File: config.mk
export PLATFORM = sky130hd
export DESIGN_NAME = csr_core_regs
export DESIGN_NICKNAME = d
export VERILOG_FILES = /design/src/hdl/csr_pkg.sv /design/src/hdl/csr_core_regs.sv
export SDC_FILE = /design/constraint.sdc
export NUM_CORES = 1
export LEC_CHECK = 0
export BUFFER_PORTS_ARGS = -buffer_cell sky130_fd_sc_hd__buf_4
export CELL_PAD_IN_SITES_DETAIL_PLACEMENT = 1
export CELL_PAD_IN_SITES_GLOBAL_PLACEMENT = 2
export CORE_MARGIN = 2
export CORE_UTILIZATION = 39
export DETAILED_ROUTE_END_ITERATION = 7
export PLACE_DENSITY = 0.84
export SYNTH_ARGS = -nofsm -noshare
export SYNTH_HDL_FRONTEND = slang
export SYNTH_SLANG_ARGS = --single-unit
File: constraint.sdc
create_clock -name CLK -period 8.5 [get_ports CLK]
set_clock_uncertainty 0.1 [all_clocks]
set_input_delay 1.7 -clock CLK [delete_from_list [all_inputs] [get_ports CLK]]
set_output_delay 1.7 -clock CLK [all_outputs]
set_load 0.005 [all_outputs]
File: src/hdl/csr_pkg.sv
// package for the cpu dedicated register set block
// assumes a 32-bit ahb-lite bus and one 20 MHz clock
package csr_pkg;
   // register byte offsets on the bus
   localparam logic [7:0] CSR_OFF_IP = 8'h00;
   localparam logic [7:0] CSR_OFF_ACC = 8'h04;
   localparam logic [7:0] CSR_OFF_TACC = 8'h08;
   localparam logic [7:0] CSR_OFF_IDX = 8'h0C;
   localparam logic [7:0] CSR_OFF_EXP = 8'h10;
   localparam logic [7:0] CSR_OFF_STK = 8'h14;
   localparam logic [7:0] CSR_OFF_PSW = 8'h18;
   localparam logic [7:0] CSR_OFF_OP = 8'h1C;
   localparam logic [7:0] CSR_OFF_RES = 8'h20;
   localparam logic [7:0] CSR_OFF_GPA = 8'h24;
   localparam logic [7:0] CSR_OFF_IRQ = 8'h28;
   localparam logic [7:0] CSR_OFF_MAP = 8'h2C;
   // reset values
   localparam logic [15:0] CSR_RST_WORD = 16'h0000;
   localparam logic [15:0] CSR_RST_SP = 16'h0000;
   localparam logic [15:0] CSR_RST_PSW = 16'h0030;
   // condition code bit positions
   localparam int CSR_CC_C = 0;
   localparam int CSR_CC_V = 1;
   localparam int CSR_CC_Z = 2;
   localparam int CSR_CC_N = 3;
   localparam int CSR_CC_IL0 = 4;
   localparam int CSR_CC_IL1 = 5;
   localparam int CSR_CC_IE = 6;
   localparam int CSR_CC_H = 7;
   // bank pointer field inside the psw upper byte
   localparam int CSR_BP_LSB = 11;
   localparam int CSR_BP_W = 5;
   localparam logic [7:0] CSR_GP_HI = 8'h01;
   localparam logic [4:0] CSR_BANK_LIMIT = 5'h10;
   // memory map defaults
   localparam logic [15:0] CSR_IO_TOP = 16'h007F;
   localparam logic [15:0] CSR_PROG_BASE = 16'h8000;
   localparam logic [15:0] CSR_VEC_BASE = 16'hFFC0;
   // ahb constants
   localparam logic [1:0] CSR_HTRANS_NONSEQ = 2'b10;
   localparam logic [2:0] CSR_HSIZE_WORD = 3'b010;
   // operation codes
   typedef enum logic [2:0] {
      CSR_OP_NONE,
      CSR_OP_ADD8,
      CSR_OP_SUB8,
      CSR_OP_ADD16,
      CSR_OP_SUB16,
      CSR_OP_SHL8,
      CSR_OP_SHR8
   } csr_op_t;
   typedef struct packed {
      logic [15:0] res;
      logic h;
      logic n;
      logic z;
      logic v;
      logic c;
   } csr_alu_t;
   typedef struct packed {
      logic [7:0] addr;
      logic write;
      logic read;
   } csr_acc_t;
   typedef enum logic [1:0] {
      CSR_AREA_IO,
      CSR_AREA_DATA,
      CSR_AREA_PROG,
      CSR_AREA_VEC
   } csr_area_t;
endpackage : csr_pkg

File: src/hdl/csr_core_regs.sv
// dedicated cpu register set with psw, flag logic and bank addressing
// assumes one ahb-lite master with hready tied to our hreadyout
//
// Added by the designer: the AHB-Lite interface to the registers and the register offsets.
`timescale 1ns/1ps
module csr_core_regs
   import csr_pkg::*;
#(
   parameter logic [15:0] IO_TOP = CSR_IO_TOP,
   parameter logic [15:0] PROG_BASE = CSR_PROG_BASE,
   parameter logic [15:0] VEC_BASE = CSR_VEC_BASE
) (
   input wire logic CLK,
   input wire logic RESETN,
   input wire logic HSEL,
   input wire logic [31:0] HADDR,
   input wire logic [1:0] HTRANS,
   input wire logic HWRITE,
   input wire logic [2:0] HSIZE,
   input wire logic [31:0] HWDATA,
   input wire logic HREADY,
   output logic [31:0] HRDATA,
   output logic HREADYOUT,
   output logic HRESP,
   output logic [15:0] GP_ADDR,
   output logic IRQ_TAKE,
   output logic [1:0] MEM_AREA
);
   // bus address phase capture
   csr_acc_t acc_q;
   always_ff @(posedge CLK or negedge RESETN) begin
      if (!RESETN) begin
         acc_q <= '0;
      end else if (HREADY) begin
         acc_q.addr <= HADDR[7:0];
         acc_q.write <= HSEL && HTRANS == CSR_HTRANS_NONSEQ && HWRITE && HSIZE == CSR_HSIZE_WORD;
         acc_q.read <= HSEL && HTRANS == CSR_HTRANS_NONSEQ && !HWRITE;
      end else begin
         acc_q <= acc_q;
      end
   end

   logic [15:0] ip_q, acc16_q, tacc_q, idx_q, exp_q, stk_q, psw_q;
   logic [2:0] op_q;
   logic [1:0] req_lvl_q;
   logic req_q;
   csr_alu_t alu;
   logic [8:0] s8;
   logic [4:0] s4;
   logic [16:0] s16;
   logic wr_ip, wr_acc, wr_tacc, wr_idx, wr_exp, wr_stk, wr_psw, wr_op, wr_irq, op_go;

   always_comb begin
      wr_ip = acc_q.write && acc_q.addr == CSR_OFF_IP;
      wr_acc = acc_q.write && acc_q.addr == CSR_OFF_ACC;
      wr_tacc = acc_q.write && acc_q.addr == CSR_OFF_TACC;
      wr_idx = acc_q.write && acc_q.addr == CSR_OFF_IDX;
      wr_exp = acc_q.write && acc_q.addr == CSR_OFF_EXP;
      wr_stk = acc_q.write && acc_q.addr == CSR_OFF_STK;
      wr_psw = acc_q.write && acc_q.addr == CSR_OFF_PSW;
      wr_op = acc_q.write && acc_q.addr == CSR_OFF_OP;
      wr_irq = acc_q.write && acc_q.addr == CSR_OFF_IRQ;
      // code 7 is undefined and must not wipe the accumulator
      op_go = wr_op && HWDATA[2:0] != 3'(CSR_OP_NONE) && HWDATA[2:0] <= 3'(CSR_OP_SHR8);
   end

   // flag unit, byte ops use low bytes only
   always_comb begin
      alu = '0;
      s8 = '0;
      s4 = '0;
      s16 = '0;
      case (csr_op_t'(HWDATA[2:0]))
         CSR_OP_ADD8: begin
            s8 = {1'b0, acc16_q[7:0]} + {1'b0, tacc_q[7:0]};
            s4 = {1'b0, acc16_q[3:0]} + {1'b0, tacc_q[3:0]};
         end
         CSR_OP_SUB8: begin
            s8 = {1'b0, acc16_q[7:0]} - {1'b0, tacc_q[7:0]};
            s4 = {1'b0, acc16_q[3:0]} - {1'b0, tacc_q[3:0]};
         end
         CSR_OP_ADD16: s16 = {1'b0, acc16_q} + {1'b0, tacc_q};
         CSR_OP_SUB16: s16 = {1'b0, acc16_q} - {1'b0, tacc_q};
         default: s8 = '0;
      endcase
      case (csr_op_t'(HWDATA[2:0]))
         CSR_OP_ADD8, CSR_OP_SUB8: begin
            alu.res = {acc16_q[15:8], s8[7:0]};
            alu.h = s4[4];
            alu.c = s8[8];
            alu.n = s8[7];
            alu.z = s8[7:0] == 8'h00;
            if (csr_op_t'(HWDATA[2:0]) == CSR_OP_ADD8) begin
               alu.v = acc16_q[7] == tacc_q[7] && s8[7] != acc16_q[7];
            end else begin
               alu.v = acc16_q[7] != tacc_q[7] && s8[7] != acc16_q[7];
            end
         end
         CSR_OP_ADD16, CSR_OP_SUB16: begin
            alu.res = s16[15:0];
            alu.h = psw_q[CSR_CC_H];
            alu.c = s16[16];
            alu.n = s16[15];
            alu.z = s16[15:0] == 16'h0000;
            if (csr_op_t'(HWDATA[2:0]) == CSR_OP_ADD16) begin
               alu.v = acc16_q[15] == tacc_q[15] && s16[15] != acc16_q[15];
            end else begin
               alu.v = acc16_q[15] != tacc_q[15] && s16[15] != acc16_q[15];
            end
         end
         CSR_OP_SHL8, CSR_OP_SHR8: begin
            if (csr_op_t'(HWDATA[2:0]) == CSR_OP_SHL8) begin
               alu.res = {acc16_q[15:8], acc16_q[6:0], 1'b0};
               alu.c = acc16_q[7];
            end else begin
               alu.res = {acc16_q[15:8], 1'b0, acc16_q[7:1]};
               alu.c = acc16_q[0];
            end
            alu.h = psw_q[CSR_CC_H];
            alu.n = alu.res[7];
            alu.z = alu.res[7:0] == 8'h00;
            alu.v = psw_q[CSR_CC_V];
         end
         default: alu = '0;
      endcase
   end

   always_ff @(posedge CLK or negedge RESETN) begin
      if (!RESETN) begin
         ip_q <= CSR_RST_WORD;
      end else if (wr_ip) begin
         ip_q <= HWDATA[15:0];
      end
   end

   always_ff @(posedge CLK or negedge RESETN) begin
      if (!RESETN) begin
         acc16_q <= CSR_RST_WORD;
      end else if (op_go) begin
         acc16_q <= alu.res;
      end else if (wr_acc) begin
         acc16_q <= HWDATA[15:0];
      end
   end

   always_ff @(posedge CLK or negedge RESETN) begin
      if (!RESETN) begin
         tacc_q <= CSR_RST_WORD;
      end else if (wr_tacc) begin
         tacc_q <= HWDATA[15:0];
      end
   end

   // address registers
   always_ff @(posedge CLK or negedge RESETN) begin
      if (!RESETN) begin
         idx_q <= CSR_RST_WORD;
         exp_q <= CSR_RST_WORD;
         stk_q <= CSR_RST_SP;
      end else begin
         if (wr_idx) begin
            idx_q <= HWDATA[15:0];
         end
         if (wr_exp) begin
            exp_q <= HWDATA[15:0];
         end
         if (wr_stk) begin
            stk_q <= HWDATA[15:0];
         end
      end
   end

   // status word; an operation overrides a plain write entirely and sets only the flags
   always_ff @(posedge CLK or negedge RESETN) begin
      if (!RESETN) begin
         psw_q <= CSR_RST_PSW;
      end else if (op_go) begin
         psw_q[CSR_CC_H] <= alu.h;
         psw_q[CSR_CC_N] <= alu.n;
         psw_q[CSR_CC_Z] <= alu.z;
         psw_q[CSR_CC_V] <= alu.v;
         psw_q[CSR_CC_C] <= alu.c;
      end else if (wr_psw) begin
         psw_q <= HWDATA[15:0];
      end
   end

   // opcode register bits 10:8 kept for bank addressing
   always_ff @(posedge CLK or negedge RESETN) begin
      if (!RESETN) begin
         op_q <= '0;
      end else if (wr_op) begin
         op_q <= HWDATA[10:8];
      end
   end

   // bank pointer sampled now, not at decode, so late psw writes count
   always_ff @(posedge CLK or negedge RESETN) begin
      if (!RESETN) begin
         GP_ADDR <= {CSR_GP_HI, 8'h00};
      end else begin
         GP_ADDR <= {CSR_GP_HI, psw_q[CSR_BP_LSB +: CSR_BP_W], op_q};
      end
   end

   // interrupt request input register; level 3 never beats anything
   always_ff @(posedge CLK or negedge RESETN) begin
      if (!RESETN) begin
         req_q <= 1'b0;
         req_lvl_q <= '0;
      end else if (wr_irq) begin
         req_q <= HWDATA[2];
         req_lvl_q <= HWDATA[1:0];
      end
   end

   always_ff @(posedge CLK or negedge RESETN) begin
      if (!RESETN) begin
         IRQ_TAKE <= 1'b0;
      end else begin
         IRQ_TAKE <= req_q && psw_q[CSR_CC_IE]
            && req_lvl_q < psw_q[CSR_CC_IL1:CSR_CC_IL0];
      end
   end

   // area of the current instruction pointer
   always_ff @(posedge CLK or negedge RESETN) begin
      if (!RESETN) begin
         MEM_AREA <= 2'(CSR_AREA_IO);
      end else if (ip_q >= VEC_BASE) begin
         MEM_AREA <= 2'(CSR_AREA_VEC);
      end else if (ip_q >= PROG_BASE) begin
         MEM_AREA <= 2'(CSR_AREA_PROG);
      end else if (ip_q > IO_TOP) begin
         MEM_AREA <= 2'(CSR_AREA_DATA);
      end else begin
         MEM_AREA <= 2'(CSR_AREA_IO);
      end
   end

   // read mux, registered in the data phase edge
   logic [31:0] rd;
   always_comb begin
      if (HADDR[7:0] == CSR_OFF_IP) begin
         rd = {16'h0000, ip_q};
      end else if (HADDR[7:0] == CSR_OFF_ACC) begin
         rd = {16'h0000, acc16_q};
      end else if (HADDR[7:0] == CSR_OFF_TACC) begin
         rd = {16'h0000, tacc_q};
      end else if (HADDR[7:0] == CSR_OFF_IDX) begin
         rd = {16'h0000, idx_q};
      end else if (HADDR[7:0] == CSR_OFF_EXP) begin
         rd = {16'h0000, exp_q};
      end else if (HADDR[7:0] == CSR_OFF_STK) begin
         rd = {16'h0000, stk_q};
      end else if (HADDR[7:0] == CSR_OFF_PSW) begin
         rd = {16'h0000, psw_q};
      end else if (HADDR[7:0] == CSR_OFF_GPA) begin
         rd = {16'h0000, GP_ADDR};
      end else if (HADDR[7:0] == CSR_OFF_IRQ) begin
         rd = {28'h000_0000, IRQ_TAKE, req_q, req_lvl_q};
      end else if (HADDR[7:0] == CSR_OFF_MAP) begin
         rd = {30'h0000_0000, MEM_AREA};
      end else begin
         rd = 32'h0000_0000;
      end
   end

   always_ff @(posedge CLK or negedge RESETN) begin
      if (!RESETN) begin
         HRDATA <= 32'h0000_0000;
      end else if (HREADY && HSEL && HTRANS == CSR_HTRANS_NONSEQ && !HWRITE) begin
         HRDATA <= rd;
      end
   end

   // zero wait state, always okay
   always_ff @(posedge CLK or negedge RESETN) begin
      if (!RESETN) begin
         HREADYOUT <= 1'b1;
         HRESP <= 1'b0;
      end else begin
         HREADYOUT <= 1'b1;
         HRESP <= 1'b0;
      end
   end

   a_gp_addr_form: assert property (@(posedge CLK) disable iff (!RESETN)
      GP_ADDR[15:8] == CSR_GP_HI && GP_ADDR[7:3] == $past(psw_q[CSR_BP_LSB +: CSR_BP_W]))
      else $error("register bank address malformed");
   a_irq_gate_ie: assert property (@(posedge CLK) disable iff (!RESETN)
      !psw_q[CSR_CC_IE] |=> !IRQ_TAKE)
      else $error("interrupt taken while disabled");
   a_irq_level_low: assert property (@(posedge CLK) disable iff (!RESETN)
      req_lvl_q == 2'b11 |=> !IRQ_TAKE)
      else $error("lowest level interrupt was taken");
   a_zero_flag: assert property (@(posedge CLK) disable iff (!RESETN)
      op_go |=> psw_q[CSR_CC_Z] == (acc16_q[7:0] == 8'h00) || acc16_q[15:8] != $past(acc16_q[15:8])
      || $past(HWDATA[2:0]) inside {3'(CSR_OP_ADD16), 3'(CSR_OP_SUB16)})
      else $error("zero flag wrong after operation");
   a_neg_flag: assert property (@(posedge CLK) disable iff (!RESETN)
      op_go && HWDATA[2:0] == 3'(CSR_OP_ADD8) |=> psw_q[CSR_CC_N] == acc16_q[7])
      else $error("negative flag wrong after add");
   a_carry_shift: assert property (@(posedge CLK) disable iff (!RESETN)
      op_go && HWDATA[2:0] == 3'(CSR_OP_SHL8) |=> psw_q[CSR_CC_C] == $past(acc16_q[7]))
      else $error("carry not shifted-out bit");
   a_half_carry: assert property (@(posedge CLK) disable iff (!RESETN)
      op_go && HWDATA[2:0] == 3'(CSR_OP_ADD8) |=>
      psw_q[CSR_CC_H] == (($past(acc16_q[3:0]) + $past(tacc_q[3:0])) > 5'(15)))
      else $error("half carry wrong");
   a_acc_high_kept: assert property (@(posedge CLK) disable iff (!RESETN)
      op_go && HWDATA[2:0] == 3'(CSR_OP_SUB8) |=> $stable(acc16_q[15:8]))
      else $error("byte operation touched high byte");
   a_ovf_flag: assert property (@(posedge CLK) disable iff (!RESETN)
      op_go && HWDATA[2:0] == 3'(CSR_OP_ADD8) && acc16_q[7] && tacc_q[7] && !acc16_q[6] && !tacc_q[6]
      |=> psw_q[CSR_CC_V])
      else $error("overflow not flagged");
   a_vec_area: assert property (@(posedge CLK) disable iff (!RESETN)
      ip_q >= VEC_BASE |=> MEM_AREA == 2'(CSR_AREA_VEC))
      else $error("vector area not reported");
   a_ip_load: assert property (@(posedge CLK) disable iff (!RESETN)
      wr_ip |=> ip_q == $past(HWDATA[15:0]))
      else $error("instruction pointer not loaded");
   a_acc_load: assert property (@(posedge CLK) disable iff (!RESETN)
      wr_acc |=> acc16_q == $past(HWDATA[15:0]))
      else $error("accumulator not loaded");
   a_tacc_load: assert property (@(posedge CLK) disable iff (!RESETN)
      wr_tacc |=> tacc_q == $past(HWDATA[15:0]))
      else $error("second accumulator not loaded");
   a_idx_load: assert property (@(posedge CLK) disable iff (!RESETN)
      wr_idx |=> idx_q == $past(HWDATA[15:0]))
      else $error("index pointer not loaded");
   a_exp_load: assert property (@(posedge CLK) disable iff (!RESETN)
      wr_exp |=> exp_q == $past(HWDATA[15:0]))
      else $error("extra pointer not loaded");
   a_stk_load: assert property (@(posedge CLK) disable iff (!RESETN)
      wr_stk |=> stk_q == $past(HWDATA[15:0]))
      else $error("stack pointer not loaded");
   a_psw_load: assert property (@(posedge CLK) disable iff (!RESETN)
      wr_psw |=> psw_q == $past(HWDATA[15:0]))
      else $error("status word not loaded");
   a_carry_add: assert property (@(posedge CLK) disable iff (!RESETN)
      op_go && HWDATA[2:0] == 3'(CSR_OP_ADD8) |=>
      psw_q[CSR_CC_C] == (({1'b0, $past(acc16_q[7:0])} + {1'b0, $past(tacc_q[7:0])}) > 9'h0FF))
      else $error("carry wrong after add");
   a_irq_taken: assert property (@(posedge CLK) disable iff (!RESETN)
      req_q && psw_q[CSR_CC_IE] && req_lvl_q == 2'b00 && psw_q[CSR_CC_IL1:CSR_CC_IL0] != 2'b00 |=> IRQ_TAKE)
      else $error("top level interrupt not taken");
   a_data_area: assert property (@(posedge CLK) disable iff (!RESETN)
      ip_q > IO_TOP && ip_q < PROG_BASE |=> MEM_AREA == 2'(CSR_AREA_DATA))
      else $error("data area not reported");
   a_io_area: assert property (@(posedge CLK) disable iff (!RESETN)
      ip_q <= IO_TOP |=> MEM_AREA == 2'(CSR_AREA_IO))
      else $error("io area not reported");
   a_gp_opcode: assert property (@(posedge CLK) disable iff (!RESETN)
      GP_ADDR[2:0] == $past(op_q))
      else $error("register address opcode bits wrong");
endmodule : csr_core_regs

==> flow_metrics.env, run 1 <==
export IMPL_r2r_setup_slack_ns=4.27
export IMPL_die_w_um=157
export IMPL_mostFrequentLayoutCell="dfrtp_1"
export IMPL_worst_ir_drop_vdd_v=0.000129
export IMPL_final_setup_viol_count=0
export IMPL_ant_nets=0
export IMPL_synth_top_area_cell="dfrtp_1"
export IMPL_ys_seq_area_frac=0.424
export IMPL_total_core_area_sq_mm=0.0228
export IMPL_p_per_area_mw_per_mm2=170
export IMPL_grt_first_pass_wirelength_um=44800
export IMPL_grt_use_met3=0.0252
export IMPL_headroom_to_the_max_slew_limit=0.233
export IMPL_fraction_of_the_cycle_the_final_worst_path_needs=0.628
export IMPL_rsz_0062_raised_after_global_routing="false"
export IMPL_critPathKind="in2reg"
export IMPL_postSynthCellCount=934
export IMPL_grt_ovfl_total=0
export IMPL_antenna_cells_inserted=0
export IMPL_regToRegStartpoint="tacc_q[1]$_DFFE_PN0P_"
export IMPL_worstHoldPathType="reg2reg"
export IMPL_drt_first_iter_violations=497
export IMPL_synth_top_cells_by_area="dfrtp_1 42%, mux2_2 12%, nand2_1 4.3%"
export IMPL_cts_htree_levels=4
export IMPL_worst_endpoint_arrival_ns=5.57
export IMPL_r2r_worst_path_cells=14
export IMPL_detail_route_wl_per_cell_um=21.9
export IMPL_power_leakage_uw=0.00449
export IMPL_cts_tree="built"
export IMPL_worst_setup_path_start_kind="input pin"
export IMPL_most_common_layout_cells="152 x dfrtp_1, 103 x nand2_1, 93 x mux2_2, 90 x nor2_1, 70 x buf_4"
export IMPL_mappedNetlistArea_sq_mm=0.00909
export IMPL_gp_routability_congestion=0.786
export IMPL_yosys_cell_types_count=69
export IMPL_numPortBuffers=60
export IMPL_min_period_ns=5.34
export IMPL_synth_area_per_cell_sq_um=9.73
export IMPL_synth_seq_cells=154
export IMPL_detail_route_vias_per_cell=5.77
export IMPL_fin_ws_ns=3.16
export IMPL_hold_path_startpoint="op_q[2]$_DFFE_PN0P_"
export IMPL_clk_path_buf_depth=2
export IMPL_combined_area_of_the_multi_input_logic_cells_sq_mm=0.00489
export IMPL_cts_repair_timing_setup_buffer_count=0
export IMPL_grt_use_total=0.240
export IMPL_cp_required_ns=8.73
export IMPL_worstSetupEndpointType="flip-flop"
export IMPL_drc_viols=0
export IMPL_postCtsResizedCells=0
export IMPL_synthesis_yosys_warnings=0
export IMPL_ctsHoldBuffers=0
export IMPL_grt_start_max_net_pins=94
export IMPL_hold_path_cells=0
export IMPL_layout_area_overhead_vs_synth_pct=13.1
export IMPL_worst_slew_pin_slew_ns=1.15
export IMPL_cts_sinks=154
export IMPL_postSynth_topFlopCell="dfrtp_1"
export IMPL_timing_max_transition_violations_final=0
export IMPL_report_final_hold_viol_count=0
export IMPL_layout_cells_sized_above_1=0.213
export IMPL_total_i_o_pin_count=127
export IMPL_synth_enable_flop_cells=0
export IMPL_clockRootBuffer="clkbuf_16"
export IMPL_globalRouteMet2Util=0.406
export IMPL_sum_of_routed_wire_length_over_all_layers_um=28400
export IMPL_via_count=7507
export IMPL_grt_busiest_layer="met2"
export IMPL_synth_async_reset_ratio=1.00
export IMPL_regArea_sq_mm=0.00386
export IMPL_clk_pin_slew_worst_paths_ns=0.06
export IMPL_non_filler_instances=1300
export IMPL_std_cell_rows=55
export IMPL_setup_tns_ns=0
export IMPL_antenna_violations_before_repair=0
export IMPL_crit_reg2reg_capture="psw_q[2]$_DFFE_PN0P_"
export IMPL_numnets_final=1075
export IMPL_maxClockFrequency_mhz=187
export IMPL_number_of_maximum_capacitance_violations=0
export IMPL_die_h_um=157
export IMPL_layout_filler_cells=2558
export IMPL_hold_path_end="GP_ADDR[2]$_DFF_PN0_"
export IMPL_drtPass1Iterations=6
export IMPL_dpl_hpwl_um=20300
export IMPL_first_global_vias=7722
export IMPL_met1_usage=0.330
export IMPL_synth_top_cell_area_share=0.419
export IMPL_tritoncts_num_buffers=17
export IMPL_timing_critical_path_fanout_max=28
export IMPL_clock_latency_ns=0.43
export IMPL_fp_dieArea_sq_mm=0.0245
export IMPL_outcome="completed"
export IMPL_dpl_worst_slack_ns=2.77
export IMPL_initial_core_util=0.399
export IMPL_total_instance_count_after_detailed_placement=1268
==> critical path, stage by stage <==
cell and delay [ns]:
buf_4 0.21, clkinv_1 0.22, nand2_1 0.15, nor2_1 0.56
a21oi_1 0.20, xnor2_1 0.18, ha_1 0.36, or4_1 0.53
o221a_2 0.14, xor2_1 0.19, or4b_1 0.52, o41ai_1 0.32
o21ai_1 0.17, o31ai_2 0.11
==> logic make-up after synthesis <==
family,Yosys count,synth area share
and+or+nand+nor,282,0.144
other,2,0.000827
muxes,104,0.127
adders and majority gates,27,0.0388
xor gates and xnor gates,41,0.0395
buffers and inverters,89,0.0487
AOI/OAI and AO/OA,235,0.176
DFF,154,0.424
==> routing by layer <==
metal	wire, um	share of wire	vias up
met3	956	0.034	29
met5	0	0	-
met2	14200	0.50	159
met4	310	0.011	0
li1	-	-	3448
met1	13000	0.46	3871
==> power breakdown <==
part / total, uW / internal, uW / switching, uW
Clock: 705 / 381 / 324
Combinational: 239 / 104 / 135
Sequential: 800 / 768 / 32.5
==> cell type report <==
type	instances	area share
tap	313	0.0381
inverter	15	0.00548
sequential	154	0.375
clock buffer	19	0.0421
clock inverter	13	0.0102
timing repair buffer	71	0.0522
multi-input combinational	715	0.476
==> worst max-delay path by stage <==
stage	end	cells after the start	startpoint	slack (ns)
final	psw_q[2]$_DFFE_PN0P_	14	HWDATA[0]	3.16
after global routing	psw_q[2]$_DFFE_PN0P_	14	HWDATA[0]	2.97
after CTS	psw_q[2]$_DFFE_PN0P_	14	HWDATA[0]	3.22
after detailed placement	psw_q[2]$_DFFE_PN0P_	14	HWDATA[0]	2.77
after global placement	psw_q[2]$_DFFE_PN0P_	14	HWDATA[0]	2.85
after floorplan	psw_q[2]$_DFFE_PN0P_	15	HWDATA[0]	3.61
==> stage by stage <==
| stage | power (uW) | hold slack (ns) | cell area, sq um | utilization |
|---|---|---|---|---|
| 6_report | 1740 | 0.276 | 10300 | 0.451 |
| 5_1_grt | 1820 | 0.283 | 10300 | 0.451 |
| 4_1_cts | 1760 | 0.276 | 10300 | 0.451 |
| 2_1_floorplan | 950 | 0.254 | 9180 | - |
| 3_5_place_dp | 1050 | 0.262 | 9740 | 0.427 |
| 3_3_place_gp | 1050 | 0.259 | 9740 | 0.427 |
==> flip-flops by register name (all words and copies together), names as in the netlist <==
name and flops:
stk_q 16, req_q 1, HRDATA 16, tacc_q 16
idx_q 16, MEM_AREA 2, acc_q 9, exp_q 16
req_lvl_q 2, op_q 3, psw_q 16, IRQ_TAKE 1
acc16_q 16, ip_q 16, GP_ADDR 8
==> cell usage after synthesis (9+ instances only) <==
library cell,number
a21oi_1,54
a221oi_1,14
a222oi_1,13
a22oi_1,14
a31oi_1,21
buf_4,26
clkbuf_1,41
dfrtp_1,152
ha_1,25
inv_1,14
mux2_2,93
mux2i_1,11
nand2_1,103
nand2b_1,10
nand3_1,11
nor2_1,91
nor3_1,10
o21a_1,9
o21ai_0,41
o22ai_1,10
xnor2_1,21
xor2_1,20
Note: power is estimated with default switching activity, not from simulation.
==> inputs of run 2 (changes only) <==
--- a/config.mk
+++ b/config.mk
@@ -5,13 +5,14 @@
 export SDC_FILE = /design/constraint.sdc
 export NUM_CORES = 1
 export LEC_CHECK = 0
+export ABC_AREA = 1
 export BUFFER_PORTS_ARGS = -buffer_cell sky130_fd_sc_hd__buf_4
 export CELL_PAD_IN_SITES_DETAIL_PLACEMENT = 1
 export CELL_PAD_IN_SITES_GLOBAL_PLACEMENT = 2
 export CORE_MARGIN = 2
-export CORE_UTILIZATION = 39
+export CORE_UTILIZATION = 30
 export DETAILED_ROUTE_END_ITERATION = 7
-export PLACE_DENSITY = 0.84
+export PLACE_DENSITY = 0.75
 export SYNTH_ARGS = -nofsm -noshare
 export SYNTH_HDL_FRONTEND = slang
 export SYNTH_SLANG_ARGS = --single-unit
==> constraint.sdc (replaced) <==
create_clock -name CLK -period 4.4 [get_ports CLK]
set_clock_uncertainty 0.1 [all_clocks]
set_input_delay 0.88 -clock CLK [delete_from_list [all_inputs] [get_ports CLK]]
set_output_delay 0.88 -clock CLK [all_outputs]
set_load 0.005 [all_outputs]
==> flow_metrics.env, run 2 <==
export IMPL_outcome="completed"
export IMPL_total_i_o_pin_count=127
export IMPL_sum_of_routed_wire_length_over_all_layers_um=31700
export IMPL_ant_nets=0
export IMPL_cellInternalPower_uw=2470
export IMPL_initial_core_util=0.306
export IMPL_setup_tns_ns=0
export IMPL_grt_start_max_net_pins=98
export IMPL_drc_viols=0
export IMPL_layout_cells_sized_above_1=0.103
export IMPL_maxClockFrequency_mhz=244
export IMPL_numnets_final=1366
export IMPL_clock_latency_ns=0.43
export IMPL_ctsHoldBuffers=0
export IMPL_drt_first_iter_violations=485
export IMPL_mappedNetlistArea_sq_mm=0.00912
export IMPL_number_of_maximum_capacitance_violations=0
export IMPL_synth_adder_area_share=0.0387
export IMPL_synth_area_per_cell_sq_um=7.49
export IMPL_drtPass1Iterations=5
export IMPL_gp_routability_congestion=0.819
export IMPL_synth_compound_area_share=0.168
export IMPL_p_per_area_mw_per_mm2=331
export IMPL_die_w_um=178
export IMPL_combinationalPowerShare=0.131
export IMPL_via_count=8452
export IMPL_synth_async_reset_ratio=1.00
export IMPL_yosys_cell_types_count=50
export IMPL_postSynth_topFlopCell="dfrtp_1"
export IMPL_cp_required_ns=4.59
export IMPL_timing_critical_path_fanout_max=6
export IMPL_worst_endpoint_arrival_ns=4.29
export IMPL_numPortBuffers=60
export IMPL_synth_commonest_cells="357 x nand2_1, 166 x o21ai_0, 152 x dfrtp_1"
export IMPL_combinational_family_with_the_most_area_after_synthesis="simple AND/OR/NAND/NOR gates"
export IMPL_synth_top_cells_by_area="dfrtp_1 42%, nand2_1 15%, o21ai_0 9.1%"
export IMPL_most_common_layout_cells="357 x nand2_1, 166 x o21ai_0, 152 x dfrtp_1, 124 x inv_1, 69 x buf_4"
export IMPL_mostFrequentLayoutCell="nand2_1"
export IMPL_p_switching_uw=999
export IMPL_finalCoreUtilization=0.352
export IMPL_final_setup_viol_count=0
export IMPL_die_h_um=178
export IMPL_worstHoldPathType="reg2reg"
export IMPL_fraction_of_the_cycle_the_final_worst_path_needs=0.930
export IMPL_synthMuxAreaShare=0.00247
export IMPL_detail_route_vias_per_cell=5.06
export IMPL_worst_ir_drop_vdd_v=0.000255
export IMPL_ys_seq_area_frac=0.423
export IMPL_detail_route_wl_per_cell_um=19.0
export IMPL_cts_sinks=154
export IMPL_synth_simple_gate_area_share=0.256
export IMPL_fp_dieArea_sq_mm=0.0318
export IMPL_clk_pin_slew_worst_paths_ns=0.07
export IMPL_dpl_hpwl_um=24000
export IMPL_wl_met3_um=991
export IMPL_std_cell_rows=63
export IMPL_clk_path_buf_depth=2
export IMPL_tritoncts_num_buffers=17
export IMPL_post_synth_top_count_cell="nand2_1"
export IMPL_first_global_vias=8611
export IMPL_p_clk_frac=0.436
export IMPL_cts_repair_timing_setup_buffer_count=0
export IMPL_cts_htree_levels=4
export IMPL_seq_power_share=0.433
export IMPL_min_period_ns=4.09
export IMPL_grt_ovfl_total=0
export IMPL_postCtsResizedCells=0
export IMPL_synth_top_area_cell="dfrtp_1"
export IMPL_rsz_0062_raised_after_global_routing="false"
export IMPL_dr_wl_met2_um=14600
export IMPL_power_leakage_uw=0.00517
export IMPL_antenna_violations_before_repair=0
export IMPL_worst_slew_pin_slew_ns=1.11
export IMPL_worst_setup_path_start_kind="flip-flop"
export IMPL_layout_area_overhead_vs_synth_pct=14.9
export IMPL_clockRootBuffer="clkbuf_16"
export IMPL_headroom_to_the_max_slew_limit=0.261
export IMPL_met1_length_um=15900
export IMPL_synth_top_cell_area_share=0.417
export IMPL_grt_use_total=0.207
export IMPL_synth_seq_cells=154
export IMPL_synth_enable_flop_cells=0
export IMPL_worstSetupEndpointType="flip-flop"
export IMPL_total_core_area_sq_mm=0.0298
export IMPL_r2r_setup_slack_ns=0.31
export IMPL_report_final_hold_viol_count=0
export IMPL_highest_layer="met4"
export IMPL_totalPowerFinal_uw=3470
export IMPL_postSynthCellCount=1217
export IMPL_critPathKind="reg2reg"
export IMPL_timing_max_transition_violations_final=0
export IMPL_grt_first_pass_wirelength_um=49900
export IMPL_synthesis_yosys_warnings=0
export IMPL_cts_tree="built"
export IMPL_p_sw_frac=0.288
export IMPL_parity_gate_share_of_the_synthesized_area_counting_xor_and_xnor_cells=0.0183
[run 2: kinds of logic after synthesis]
logic type                 count (synthesis)
xor gates and xnor gates                  19
AOI/OAI and AO/OA                        269
muxes                                      2
adders and majority gates                 27
DFF                                      154
and+or+nand+nor                          550
buffers and inverters                    194
other                                      2
[run 2: power groups by stage]
| stage | registers, uW | logic [uW] | clock network [uW] |
|---|---|---|---|
| after CTS | 1500 | 463 | 1530 |
| after floorplan | 1510 | 292 | 0 |
| after global routing | 1510 | 522 | 1590 |
| after global placement | 1530 | 455 | 0 |
| final | 1500 | 456 | 1510 |
| after detailed placement | 1530 | 462 | 0 |
[run 2: routing by layer]
layer / vias up / GRT usage
met5: - / 0
met4: 0 / 0.0434
met3: 23 / 0.0222
met2: 152 / 0.332
met1: 4202 / 0.302
li1: 4075 / -
[run 2: layout make-up]
cell class	instances	area (sq um)
fill	3717	19300
multi-input combinational	893	4510
sequential	154	3860
timing repair buffer	71	549
tap	390	488
inverter	128	483
clock buffer	17	425
clock inverter	15	163
antenna	1	2.50
[run 2: final timing paths]
kind | cells past startpoint | endpoint | startpoint
max in group asynchronous | 2 | HRDATA[13]$_DFFE_PN0P_ | RESETN
min in group asynchronous | 1 | GP_ADDR[7]$_DFF_PN0_ | RESETN
hold / removal | 0 | GP_ADDR[1]$_DFF_PN0_ | op_q[1]$_DFFE_PN0P_
setup reg to reg | 19 | psw_q[3]$_DFFE_PN0P_ | tacc_q[1]$_DFFE_PN0P_
setup / recovery | 19 | psw_q[3]$_DFFE_PN0P_ | tacc_q[1]$_DFFE_PN0P_
hold reg to reg | 0 | GP_ADDR[1]$_DFF_PN0_ | op_q[1]$_DFFE_PN0P_
[run 2: per-stage QoR]
step,instances,cell area [sq um],hold slack [ns],worst slack (ns)
6_report,1669,10500,0.281,0.308
3_5_place_dp,1636,9880,0.269,0.372
5_1_grt,1668,10500,0.295,0.0197
2_1_floorplan,1241,9210,0.254,1.00
4_1_cts,1668,10500,0.284,0.347
3_3_place_gp,1636,9880,0.261,0.397
[run 2: critical path, stage by stage (launching register included)]
cell	delay (ns)
dfrtp_1	0.44
nor3_1	0.38
nor3b_1	0.54
nand2_1	0.14
nor2_1	0.12
nand2_1	0.11
o21ai_1	0.30
nand2_1	0.11
xnor2_1	0.15
ha_1	0.36
nand2_1	0.11
o21ai_0	0.10
a21oi_1	0.17
nand2_1	0.07
nand2_1	0.05
nand2_1	0.12
inv_1	0.11
nor2_1	0.08
o21ai_0	0.25
o211ai_1	0.13
